$ cat config.mk
export PLATFORM = sky130hd
export DESIGN_NAME = emcr_error_monitor_regs
export DESIGN_NICKNAME = d
export VERILOG_FILES = /design/src/verilog/emcr_error_monitor_regs.v /design/src/verilog/emcr_fault_counter.v /design/src/verilog/emcr_thresh_reg.v
export VERILOG_INCLUDE_DIRS = /design/src /design/src/verilog
export SDC_FILE = /design/constraint.sdc
export NUM_CORES = 1
export LEC_CHECK = 0
export BUFFER_PORTS_ARGS = -buffer_cell sky130_fd_sc_hd__buf_2
export CORE_MARGIN = 2
export CORE_UTILIZATION = 25
export CTS_BUF_LIST = sky130_fd_sc_hd__clkbuf_8 sky130_fd_sc_hd__clkbuf_16
export DETAILED_ROUTE_END_ITERATION = 16
export PLACE_DENSITY = 0.56
export REMOVE_ABC_BUFFERS = 1
export SYNTH_ARGS = -nofsm -noshare
export SYNTH_HDL_FRONTEND = slang
export SYNTH_SLANG_ARGS = --single-unit
$ cat constraint.sdc
create_clock -name I_CLK -period 2.5 [get_ports I_CLK]
set_clock_uncertainty 0.1 [all_clocks]
set_input_delay 0.5 -clock I_CLK [delete_from_list [all_inputs] [get_ports I_CLK]]
set_output_delay 0.5 -clock I_CLK [all_outputs]
set_load 0.005 [all_outputs]
$ cat src/verilog/emcr_regs.vh
// register offsets, field positions, reset values and keys of the slice
`ifndef EMCR_REGS_VH
`define EMCR_REGS_VH

// ----------------------------------------------------------------------
// register offsets
// ----------------------------------------------------------------------
`define EMCR_ADDR_W 8
`define EMCR_DATA_W 8
`define EMCR_OFF_HIGH_PULSE_MAX 8'h93
`define EMCR_OFF_HIGH_PULSE_MIN 8'h94
`define EMCR_OFF_LOW_PULSE_MAX 8'h95
`define EMCR_OFF_LOW_PULSE_MIN 8'h96
`define EMCR_OFF_FAULT_COUNTER 8'h97
`define EMCR_OFF_WRITE_PROTECT_KEY 8'hA1
`define EMCR_OFF_SOFT_REBOOT 8'hA7

// ----------------------------------------------------------------------
// fields and values
// ----------------------------------------------------------------------
`define EMCR_RESET_VALUE 8'h00
`define EMCR_UNLOCK_KEY 8'h9B
`define EMCR_FAULT_CNT_W 5
`define EMCR_FAULT_CNT_MSB 4
`define EMCR_FAULT_LIMIT_W 4
`define EMCR_LOCK_STATUS_BIT 0
`define EMCR_LOCKED 1'b1
`define EMCR_UNLOCKED 1'b0

`endif

$ cat src/verilog/emcr_error_monitor_regs.v
// error monitor threshold, fault counter, lock and soft reboot registers
`timescale 1ns/1ns
`include "emcr_regs.vh"
module emcr_error_monitor_regs
#(
   parameter DATA_W = 8,
   parameter CNT_W = 5,
   parameter LIMIT_W = 4
)
(
   input wire I_CLK,
   input wire I_SYS_RST,
   // register port from the serial interface
   input wire [7:0] I_REG_ADDR,
   input wire [DATA_W-1:0] I_REG_WDATA,
   input wire I_REG_WE,
   input wire I_REG_RE,
   output wire O_REG_HIT,
   output reg [DATA_W-1:0] O_REG_RDATA,
   output reg O_REG_RVALID,
   output reg O_WRITE_REFUSED,
   // monitor side
   input wire I_MONITOR_RUN,
   input wire I_MONITOR_ENABLE,
   input wire [LIMIT_W-1:0] I_FAULT_COUNT_LIMIT,
   input wire I_MONITOR_FAULT,
   input wire I_MCU_RESET,
   output wire [DATA_W-1:0] O_HIGH_PULSE_MAX,
   output wire [DATA_W-1:0] O_HIGH_PULSE_MIN,
   output wire [DATA_W-1:0] O_LOW_PULSE_MAX,
   output wire [DATA_W-1:0] O_LOW_PULSE_MIN,
   output wire [CNT_W-1:0] O_FAULT_COUNT,
   output reg O_FAULT_HANDLING,
   output reg O_DRIVER_ENABLE_CLR,
   // lock and power sequencing
   output wire O_REGS_LOCKED,
   output reg O_SHUTDOWN_REQ,
   input wire I_SHUTDOWN_ACK
);

   // -------------------------------------------------------------------
   // address decode
   // -------------------------------------------------------------------
   function is_slice_addr;
      input [7:0] addr;
      begin
         is_slice_addr = 1'b0;
         if (addr == `EMCR_OFF_HIGH_PULSE_MAX)
            is_slice_addr = 1'b1;
         else if (addr == `EMCR_OFF_HIGH_PULSE_MIN)
            is_slice_addr = 1'b1;
         else if (addr == `EMCR_OFF_LOW_PULSE_MAX)
            is_slice_addr = 1'b1;
         else if (addr == `EMCR_OFF_LOW_PULSE_MIN)
            is_slice_addr = 1'b1;
         else if (addr == `EMCR_OFF_FAULT_COUNTER)
            is_slice_addr = 1'b1;
         else if (addr == `EMCR_OFF_WRITE_PROTECT_KEY)
            is_slice_addr = 1'b1;
         else if (addr == `EMCR_OFF_SOFT_REBOOT)
            is_slice_addr = 1'b1;
      end
   endfunction

   // threshold offsets are contiguous but are decoded one by one
   function is_threshold_addr;
      input [7:0] addr;
      begin
         is_threshold_addr = 1'b0;
         if (addr == `EMCR_OFF_HIGH_PULSE_MAX)
            is_threshold_addr = 1'b1;
         else if (addr == `EMCR_OFF_HIGH_PULSE_MIN)
            is_threshold_addr = 1'b1;
         else if (addr == `EMCR_OFF_LOW_PULSE_MAX)
            is_threshold_addr = 1'b1;
         else if (addr == `EMCR_OFF_LOW_PULSE_MIN)
            is_threshold_addr = 1'b1;
      end
   endfunction

   wire slice_hit;
   wire thresh_hit;
   wire wr_hmax;
   wire wr_hmin;
   wire wr_lmax;
   wire wr_lmin;
   wire thresh_wr_ok;
   wire reboot_wr;
   wire lock_wr;
   wire refused;

   assign slice_hit = is_slice_addr(I_REG_ADDR);
   assign thresh_hit = is_threshold_addr(I_REG_ADDR);
   assign O_REG_HIT = slice_hit;

   // -------------------------------------------------------------------
   // lock state
   // -------------------------------------------------------------------
   reg locked_q;
   reg locked_d;

   // the lock register itself is never gated, else it could not reopen
   assign lock_wr = I_REG_WE &&
      (I_REG_ADDR == `EMCR_OFF_WRITE_PROTECT_KEY);

   always @*
   begin
      locked_d = locked_q;
      if (lock_wr)
      begin
         if (I_REG_WDATA == `EMCR_UNLOCK_KEY)
         begin
            locked_d = `EMCR_UNLOCKED;
         end
         else
         begin
            locked_d = `EMCR_LOCKED;
         end
      end
   end

   always @(posedge I_CLK)
   begin
      if (I_SYS_RST)
      begin
         locked_q <= `EMCR_UNLOCKED;
      end
      else
      begin
         locked_q <= locked_d;
      end
   end

   assign O_REGS_LOCKED = locked_q;

   // -------------------------------------------------------------------
   // threshold registers
   // -------------------------------------------------------------------
   // a running monitor must not see its limits move under it
   assign thresh_wr_ok = I_REG_WE && !I_MONITOR_RUN && !locked_q;
   assign wr_hmax = thresh_wr_ok &&
      (I_REG_ADDR == `EMCR_OFF_HIGH_PULSE_MAX);
   assign wr_hmin = thresh_wr_ok &&
      (I_REG_ADDR == `EMCR_OFF_HIGH_PULSE_MIN);
   assign wr_lmax = thresh_wr_ok &&
      (I_REG_ADDR == `EMCR_OFF_LOW_PULSE_MAX);
   assign wr_lmin = thresh_wr_ok &&
      (I_REG_ADDR == `EMCR_OFF_LOW_PULSE_MIN);

   emcr_thresh_reg
   #(
      .WIDTH(DATA_W),
      .RESET_VALUE(`EMCR_RESET_VALUE)
   )
   u_high_pulse_max
   (
      .i_clk(I_CLK),
      .i_rst(I_SYS_RST),
      .i_wr_en(wr_hmax),
      .i_wdata(I_REG_WDATA),
      .o_value(O_HIGH_PULSE_MAX)
   );

   emcr_thresh_reg
   #(
      .WIDTH(DATA_W),
      .RESET_VALUE(`EMCR_RESET_VALUE)
   )
   u_high_pulse_min
   (
      .i_clk(I_CLK),
      .i_rst(I_SYS_RST),
      .i_wr_en(wr_hmin),
      .i_wdata(I_REG_WDATA),
      .o_value(O_HIGH_PULSE_MIN)
   );

   emcr_thresh_reg
   #(
      .WIDTH(DATA_W),
      .RESET_VALUE(`EMCR_RESET_VALUE)
   )
   u_low_pulse_max
   (
      .i_clk(I_CLK),
      .i_rst(I_SYS_RST),
      .i_wr_en(wr_lmax),
      .i_wdata(I_REG_WDATA),
      .o_value(O_LOW_PULSE_MAX)
   );

   emcr_thresh_reg
   #(
      .WIDTH(DATA_W),
      .RESET_VALUE(`EMCR_RESET_VALUE)
   )
   u_low_pulse_min
   (
      .i_clk(I_CLK),
      .i_rst(I_SYS_RST),
      .i_wr_en(wr_lmin),
      .i_wdata(I_REG_WDATA),
      .o_value(O_LOW_PULSE_MIN)
   );

   // -------------------------------------------------------------------
   // fault counter and escalation
   // -------------------------------------------------------------------
   emcr_fault_counter
   #(
      .WIDTH(CNT_W)
   )
   u_fault_counter
   (
      .i_clk(I_CLK),
      .i_rst(I_SYS_RST),
      .i_run(I_MONITOR_RUN),
      .i_mcu_reset(I_MCU_RESET),
      .i_fault(I_MONITOR_FAULT),
      .o_count(O_FAULT_COUNT)
   );

   always @(posedge I_CLK)
   begin
      if (I_SYS_RST)
      begin
         O_FAULT_HANDLING <= 1'b0;
         O_DRIVER_ENABLE_CLR <= 1'b0;
      end
      else
      begin
         O_FAULT_HANDLING <= I_MONITOR_RUN &&
            (O_FAULT_COUNT > {1'b0, I_FAULT_COUNT_LIMIT});
         O_DRIVER_ENABLE_CLR <= I_MONITOR_ENABLE && !I_MONITOR_RUN;
      end
   end

   // -------------------------------------------------------------------
   // soft reboot trigger
   // -------------------------------------------------------------------
   reg [DATA_W-1:0] reboot_id_q;

   assign reboot_wr = I_REG_WE && !locked_q &&
      (I_REG_ADDR == `EMCR_OFF_SOFT_REBOOT);

   always @(posedge I_CLK)
   begin
      if (I_SYS_RST)
      begin
         reboot_id_q <= `EMCR_RESET_VALUE;
      end
      else if (reboot_wr)
      begin
         reboot_id_q <= I_REG_WDATA;
      end
   end

   // request is held until the sequencer takes it; a new write wins
   always @(posedge I_CLK)
   begin
      if (I_SYS_RST)
      begin
         O_SHUTDOWN_REQ <= 1'b0;
      end
      else if (reboot_wr)
      begin
         O_SHUTDOWN_REQ <= 1'b1;
      end
      else if (I_SHUTDOWN_ACK)
      begin
         O_SHUTDOWN_REQ <= 1'b0;
      end
   end

   // -------------------------------------------------------------------
   // refused writes
   // -------------------------------------------------------------------
   assign refused = I_REG_WE && slice_hit && !lock_wr && !reboot_wr &&
      !(thresh_hit && thresh_wr_ok);

   always @(posedge I_CLK)
   begin
      if (I_SYS_RST)
      begin
         O_WRITE_REFUSED <= 1'b0;
      end
      else
      begin
         O_WRITE_REFUSED <= refused;
      end
   end

   // -------------------------------------------------------------------
   // read path
   // -------------------------------------------------------------------
   reg [DATA_W-1:0] rdata_d;

   always @*
   begin
      rdata_d = {DATA_W{1'b0}};
      if (I_REG_ADDR == `EMCR_OFF_HIGH_PULSE_MAX)
         rdata_d = O_HIGH_PULSE_MAX;
      else if (I_REG_ADDR == `EMCR_OFF_HIGH_PULSE_MIN)
         rdata_d = O_HIGH_PULSE_MIN;
      else if (I_REG_ADDR == `EMCR_OFF_LOW_PULSE_MAX)
         rdata_d = O_LOW_PULSE_MAX;
      else if (I_REG_ADDR == `EMCR_OFF_LOW_PULSE_MIN)
         rdata_d = O_LOW_PULSE_MIN;
      else if (I_REG_ADDR == `EMCR_OFF_FAULT_COUNTER)
         rdata_d[`EMCR_FAULT_CNT_MSB:0] = O_FAULT_COUNT;
      else if (I_REG_ADDR == `EMCR_OFF_WRITE_PROTECT_KEY)
         rdata_d[`EMCR_LOCK_STATUS_BIT] = locked_q;
      else if (I_REG_ADDR == `EMCR_OFF_SOFT_REBOOT)
         rdata_d = reboot_id_q;
   end

   always @(posedge I_CLK)
   begin
      if (I_SYS_RST)
      begin
         O_REG_RDATA <= `EMCR_RESET_VALUE;
         O_REG_RVALID <= 1'b0;
      end
      else
      begin
         O_REG_RVALID <= I_REG_RE && slice_hit;
         if (I_REG_RE && slice_hit)
         begin
            O_REG_RDATA <= rdata_d;
         end
      end
   end

endmodule // emcr_error_monitor_regs

$ cat src/verilog/emcr_fault_counter.v
// saturating monitor fault counter with clear on stop or mcu reset
`timescale 1ns/1ns
`include "emcr_regs.vh"
module emcr_fault_counter
#(
   parameter WIDTH = 5
)
(
   input wire i_clk,
   input wire i_rst,
   input wire i_run,
   input wire i_mcu_reset,
   input wire i_fault,
   output wire [WIDTH-1:0] o_count
);

   localparam [WIDTH-1:0] CNT_MAX = {WIDTH{1'b1}};
   localparam [WIDTH-1:0] CNT_ONE = {{(WIDTH-1){1'b0}}, 1'b1};

   reg [WIDTH-1:0] count_q;
   reg [WIDTH-1:0] count_d;

   // saturate rather than wrap so a long fault burst never looks healthy
   always @*
   begin
      count_d = count_q;
      if (!i_run || i_mcu_reset)
      begin
         count_d = {WIDTH{1'b0}};
      end
      else if (i_fault && count_q != CNT_MAX)
      begin
         count_d = count_q + CNT_ONE;
      end
   end

   always @(posedge i_clk)
   begin
      if (i_rst)
      begin
         count_q <= {WIDTH{1'b0}};
      end
      else
      begin
         count_q <= count_d;
      end
   end

   assign o_count = count_q;

endmodule // emcr_fault_counter

$ cat src/verilog/emcr_thresh_reg.v
// one pulse-duration threshold register with a write gate
`timescale 1ns/1ns
module emcr_thresh_reg
#(
   parameter WIDTH = 8,
   parameter [WIDTH-1:0] RESET_VALUE = 8'h00
)
(
   input wire i_clk,
   input wire i_rst,
   input wire i_wr_en,
   input wire [WIDTH-1:0] i_wdata,
   output wire [WIDTH-1:0] o_value
);

   reg [WIDTH-1:0] value_q;
   reg [WIDTH-1:0] value_d;

   always @*
   begin
      value_d = value_q;
      if (i_wr_en)
      begin
         value_d = i_wdata;
      end
   end

   always @(posedge i_clk)
   begin
      if (i_rst)
      begin
         value_q <= RESET_VALUE;
      end
      else
      begin
         value_q <= value_d;
      end
   end

   assign o_value = value_q;

endmodule // emcr_thresh_reg
==> reports/metrics.yaml <==
status: "complete, no violations"
wl_um: 8680
ys_seq_elements: 59
root_buffer: "clkbuf_16"
critPathMaxStageDelay_ns: 0.30
post_cts_buffers: 0
synthXorXnorAreaFrac_pct: 1.53
clock_latency_ns: 0.33
synth_area_leader_cell: "dfxtp_1"
path_cells: "buf_2 -> xnor2_1 -> a32oi_1 -> or2b_1 -> inv_1 -> buf_2"
syn_to_final_growth_pct: 30.5
multiInputGateArea_um2: 1540
netlist_top_cells_area: "dfxtp_1 (41%), mux2i_1 (14%), nor2_1 (5.6%)"
layout-drive-gt1-share_pct: 29.0
cts_tree: "done"
rsz0062_at_grt: "no"
critPathRequiredTime_ns: 1.90
async_reset_ff_share_pct: 0
gp_congestion: 0.871
ant_nets: 0
r2r_cells: 7
io_buffers: 80
min-delay-start: "I_MONITOR_RUN"
syn_avg_cell_area_um2: 9.20
synth_top_family_by_area: "simple AND/OR/NAND/NOR gates"
start_util_pct: 25.4
vias: 2576
yosys.area_share.simple_pct: 22.7
antenna_found_initial: 0
yosysWarnings: 0
drc: 0
dr.pass1.iters: 4
place_hpwl_um: 6560
fin_total_pwr_mw: 2.38
grt_util_all_layers_pct: 14.4
io_pins: 81
wl_per_cell_um: 16.0
rr_endpoint: "u_fault_counter.o_count[3]$_SDFFE_PP0P_"
hold_class: "in -> reg"
criticalPathCategory: "in -> out"
dieArea_um2: 12300
period_share_pct: 85.8
core_um2: 11300
timing.rr.start: "u_fault_counter.o_count[0]$_SDFFE_PP0P_"
rows: 39
worst_pin_slew_ns: 0.549
drv_slew: 0
hold_viol_final: 0
synth_cell_types: 51
hold_end: "O_DRIVER_ENABLE_CLR$_SDFF_PP0_"
ir_drop_uv: 305
grt_pass1_wl_um: 13800
arrival_ns: 1.54
synth_top_area_share_pct: 41.3
ys.flop_type: "dfxtp_1"
clk_transition_reported_paths_ns: 0.05
cp_max_fo: 9
grt_remaining_overflow: 0
grt_max_degree: 26
chipWidth_um: 111
fin_setup_tns_ns: 0
ys_top_cells_by_count: "dfxtp_1 (59), nor2_1 (43), mux2i_1 (40)"
critPathMostFrequentCell: "buf_2"
power.density_nw_per_um2: 636
ff2ff_setup_slack_ns: 0.58
cts_resized: 0
synth-edff-count: 0
yosysSeqAreaShare_pct: 41.3
whs_ns: 0.289
synth_fa_ha_area_share_pct: 2.62
crit_path_start: "I_REG_ADDR[1]"
antenna_cells: 0
register_area_um2: 1180
drv_cap: 0
synthCells: 311
vias_per_cell: 4.74
muxShareOfSynthArea_pct: 14.4
clock-sinks: 59
nNetsFinal: 430
post_cts_hold_buffer_count: 0
synth.most_common_cell: "dfxtp_1"
endpoint_kind: "output port"
fmax_mhz: 466
grt_pass1_vias: 2563
die_y_um: 111
numCtsBuffers: 9
synth_compound_area_share_pct: 12.5
final.fill_count: 1190
start_kind: "input pin"
setup-violations-final: 0
min_path_cells: 2
htreeDepth: 3
netlist_area_um2: 2860
crit_slowest_cell: "buf_2"
relSlewSlack_pct: 63.4
min_period_ns: 2.14
p_leak_nw: 1.70
clock_path_buffers: 2
drt_iter0_markers: 154
## report_power, final
part           internal [mW]  switching, mW  total, mW
combinational         0.0537         0.0873      0.141
clock                  0.860          0.429       1.29
sequential             0.944        0.00184      0.945
## how the worst max path moves through the flow
stage,to,slack [ns],cells after the start
finish,O_REG_HIT,0.36,6
global route,O_REG_HIT,0.28,6
CTS,O_REG_HIT,0.34,6
detailed placement,u_high_pulse_max.o_value[6]$_SDFFE_PP0P_,0.12,7
global placement,reboot_id_q[7]$_SDFFE_PP0P_,0.21,6
floorplan,u_high_pulse_min.o_value[0]$_SDFFE_PP0P_,0.04,4
## sequential cells by signal, indices dropped and copies added, names as in the netlist
signal                    flops
O_REGS_LOCKED                 1
O_DRIVER_ENABLE_CLR           1
O_FAULT_HANDLING              1
O_SHUTDOWN_REQ                1
O_REG_RVALID                  1
u_fault_counter.o_count       5
O_WRITE_REFUSED               1
u_high_pulse_max.o_value      8
u_low_pulse_min.o_value       8
O_REG_RDATA                   8
u_high_pulse_min.o_value      8
reboot_id_q                   8
u_low_pulse_max.o_value       8
## stage by stage
stage          utilization (%)  instance area [um2]  setup slack, ns  cells
5_1_grt                   33.1                 3730            0.283    543
4_1_cts                   33.1                 3730            0.337    543
3_3_place_gp              30.4                 3420            0.210    527
6_report                  33.1                 3730            0.356    543
2_1_floorplan                -                 2760           0.0356    292
3_5_place_dp              30.4                 3420            0.116    527
## area by class of cell
type,instances,area share (%)
multi-input combinational,224,41.2
sequential,59,31.6
timing repair buffer,92,13.1
clock buffer,9,6.03
tap,143,4.79
clock inverter,7,2.28
inverter,9,0.905
## routing by layer
| layer | track usage (%) | up-vias | routed length [um] |
|---|---|---|---|
| met3 | 4.48 | 11 | 621 |
| met2 | 23.2 | 99 | 4020 |
| met1 | 18.8 | 1197 | 3930 |
| li1 | - | 1269 | - |
| met5 | 0 | - | 0 |
| met4 | 3.62 | 0 | 106 |
## cell usage in the layout (no fill, tap or decap), drive strengths merged, types with 3 or more instances in the layout
cell	count
a32o	3
and4	3
nand3	12
a2bb2oi	3
nor3	4
nand2b	7
dfxtp	59
nand4	3
nor2	43
buf	92
nand2	21
ha	6
nor2b	6
o22ai	7
inv	11
nor3b	6
xnor2	3
mux2i	40
a21oi	20
o21ai	9
clkbuf	9
a211o	3
## kinds of logic after synthesis
kind of cell | Yosys count
DFF | 59
muxes | 41
AOI/OAI and AO/OA | 55
xor gates and xnor gates | 5
buffers and inverters | 28
and+or+nand+nor | 117
adders and majority gates | 6
## critical path: cells and delay by family
kind,cells,cell delay (ns)
compound gates,1,0.15
simple gates,1,0.27
buf+inv,3,0.45
xor+xnor,1,0.16
Power figures use the tool's default switching activity.
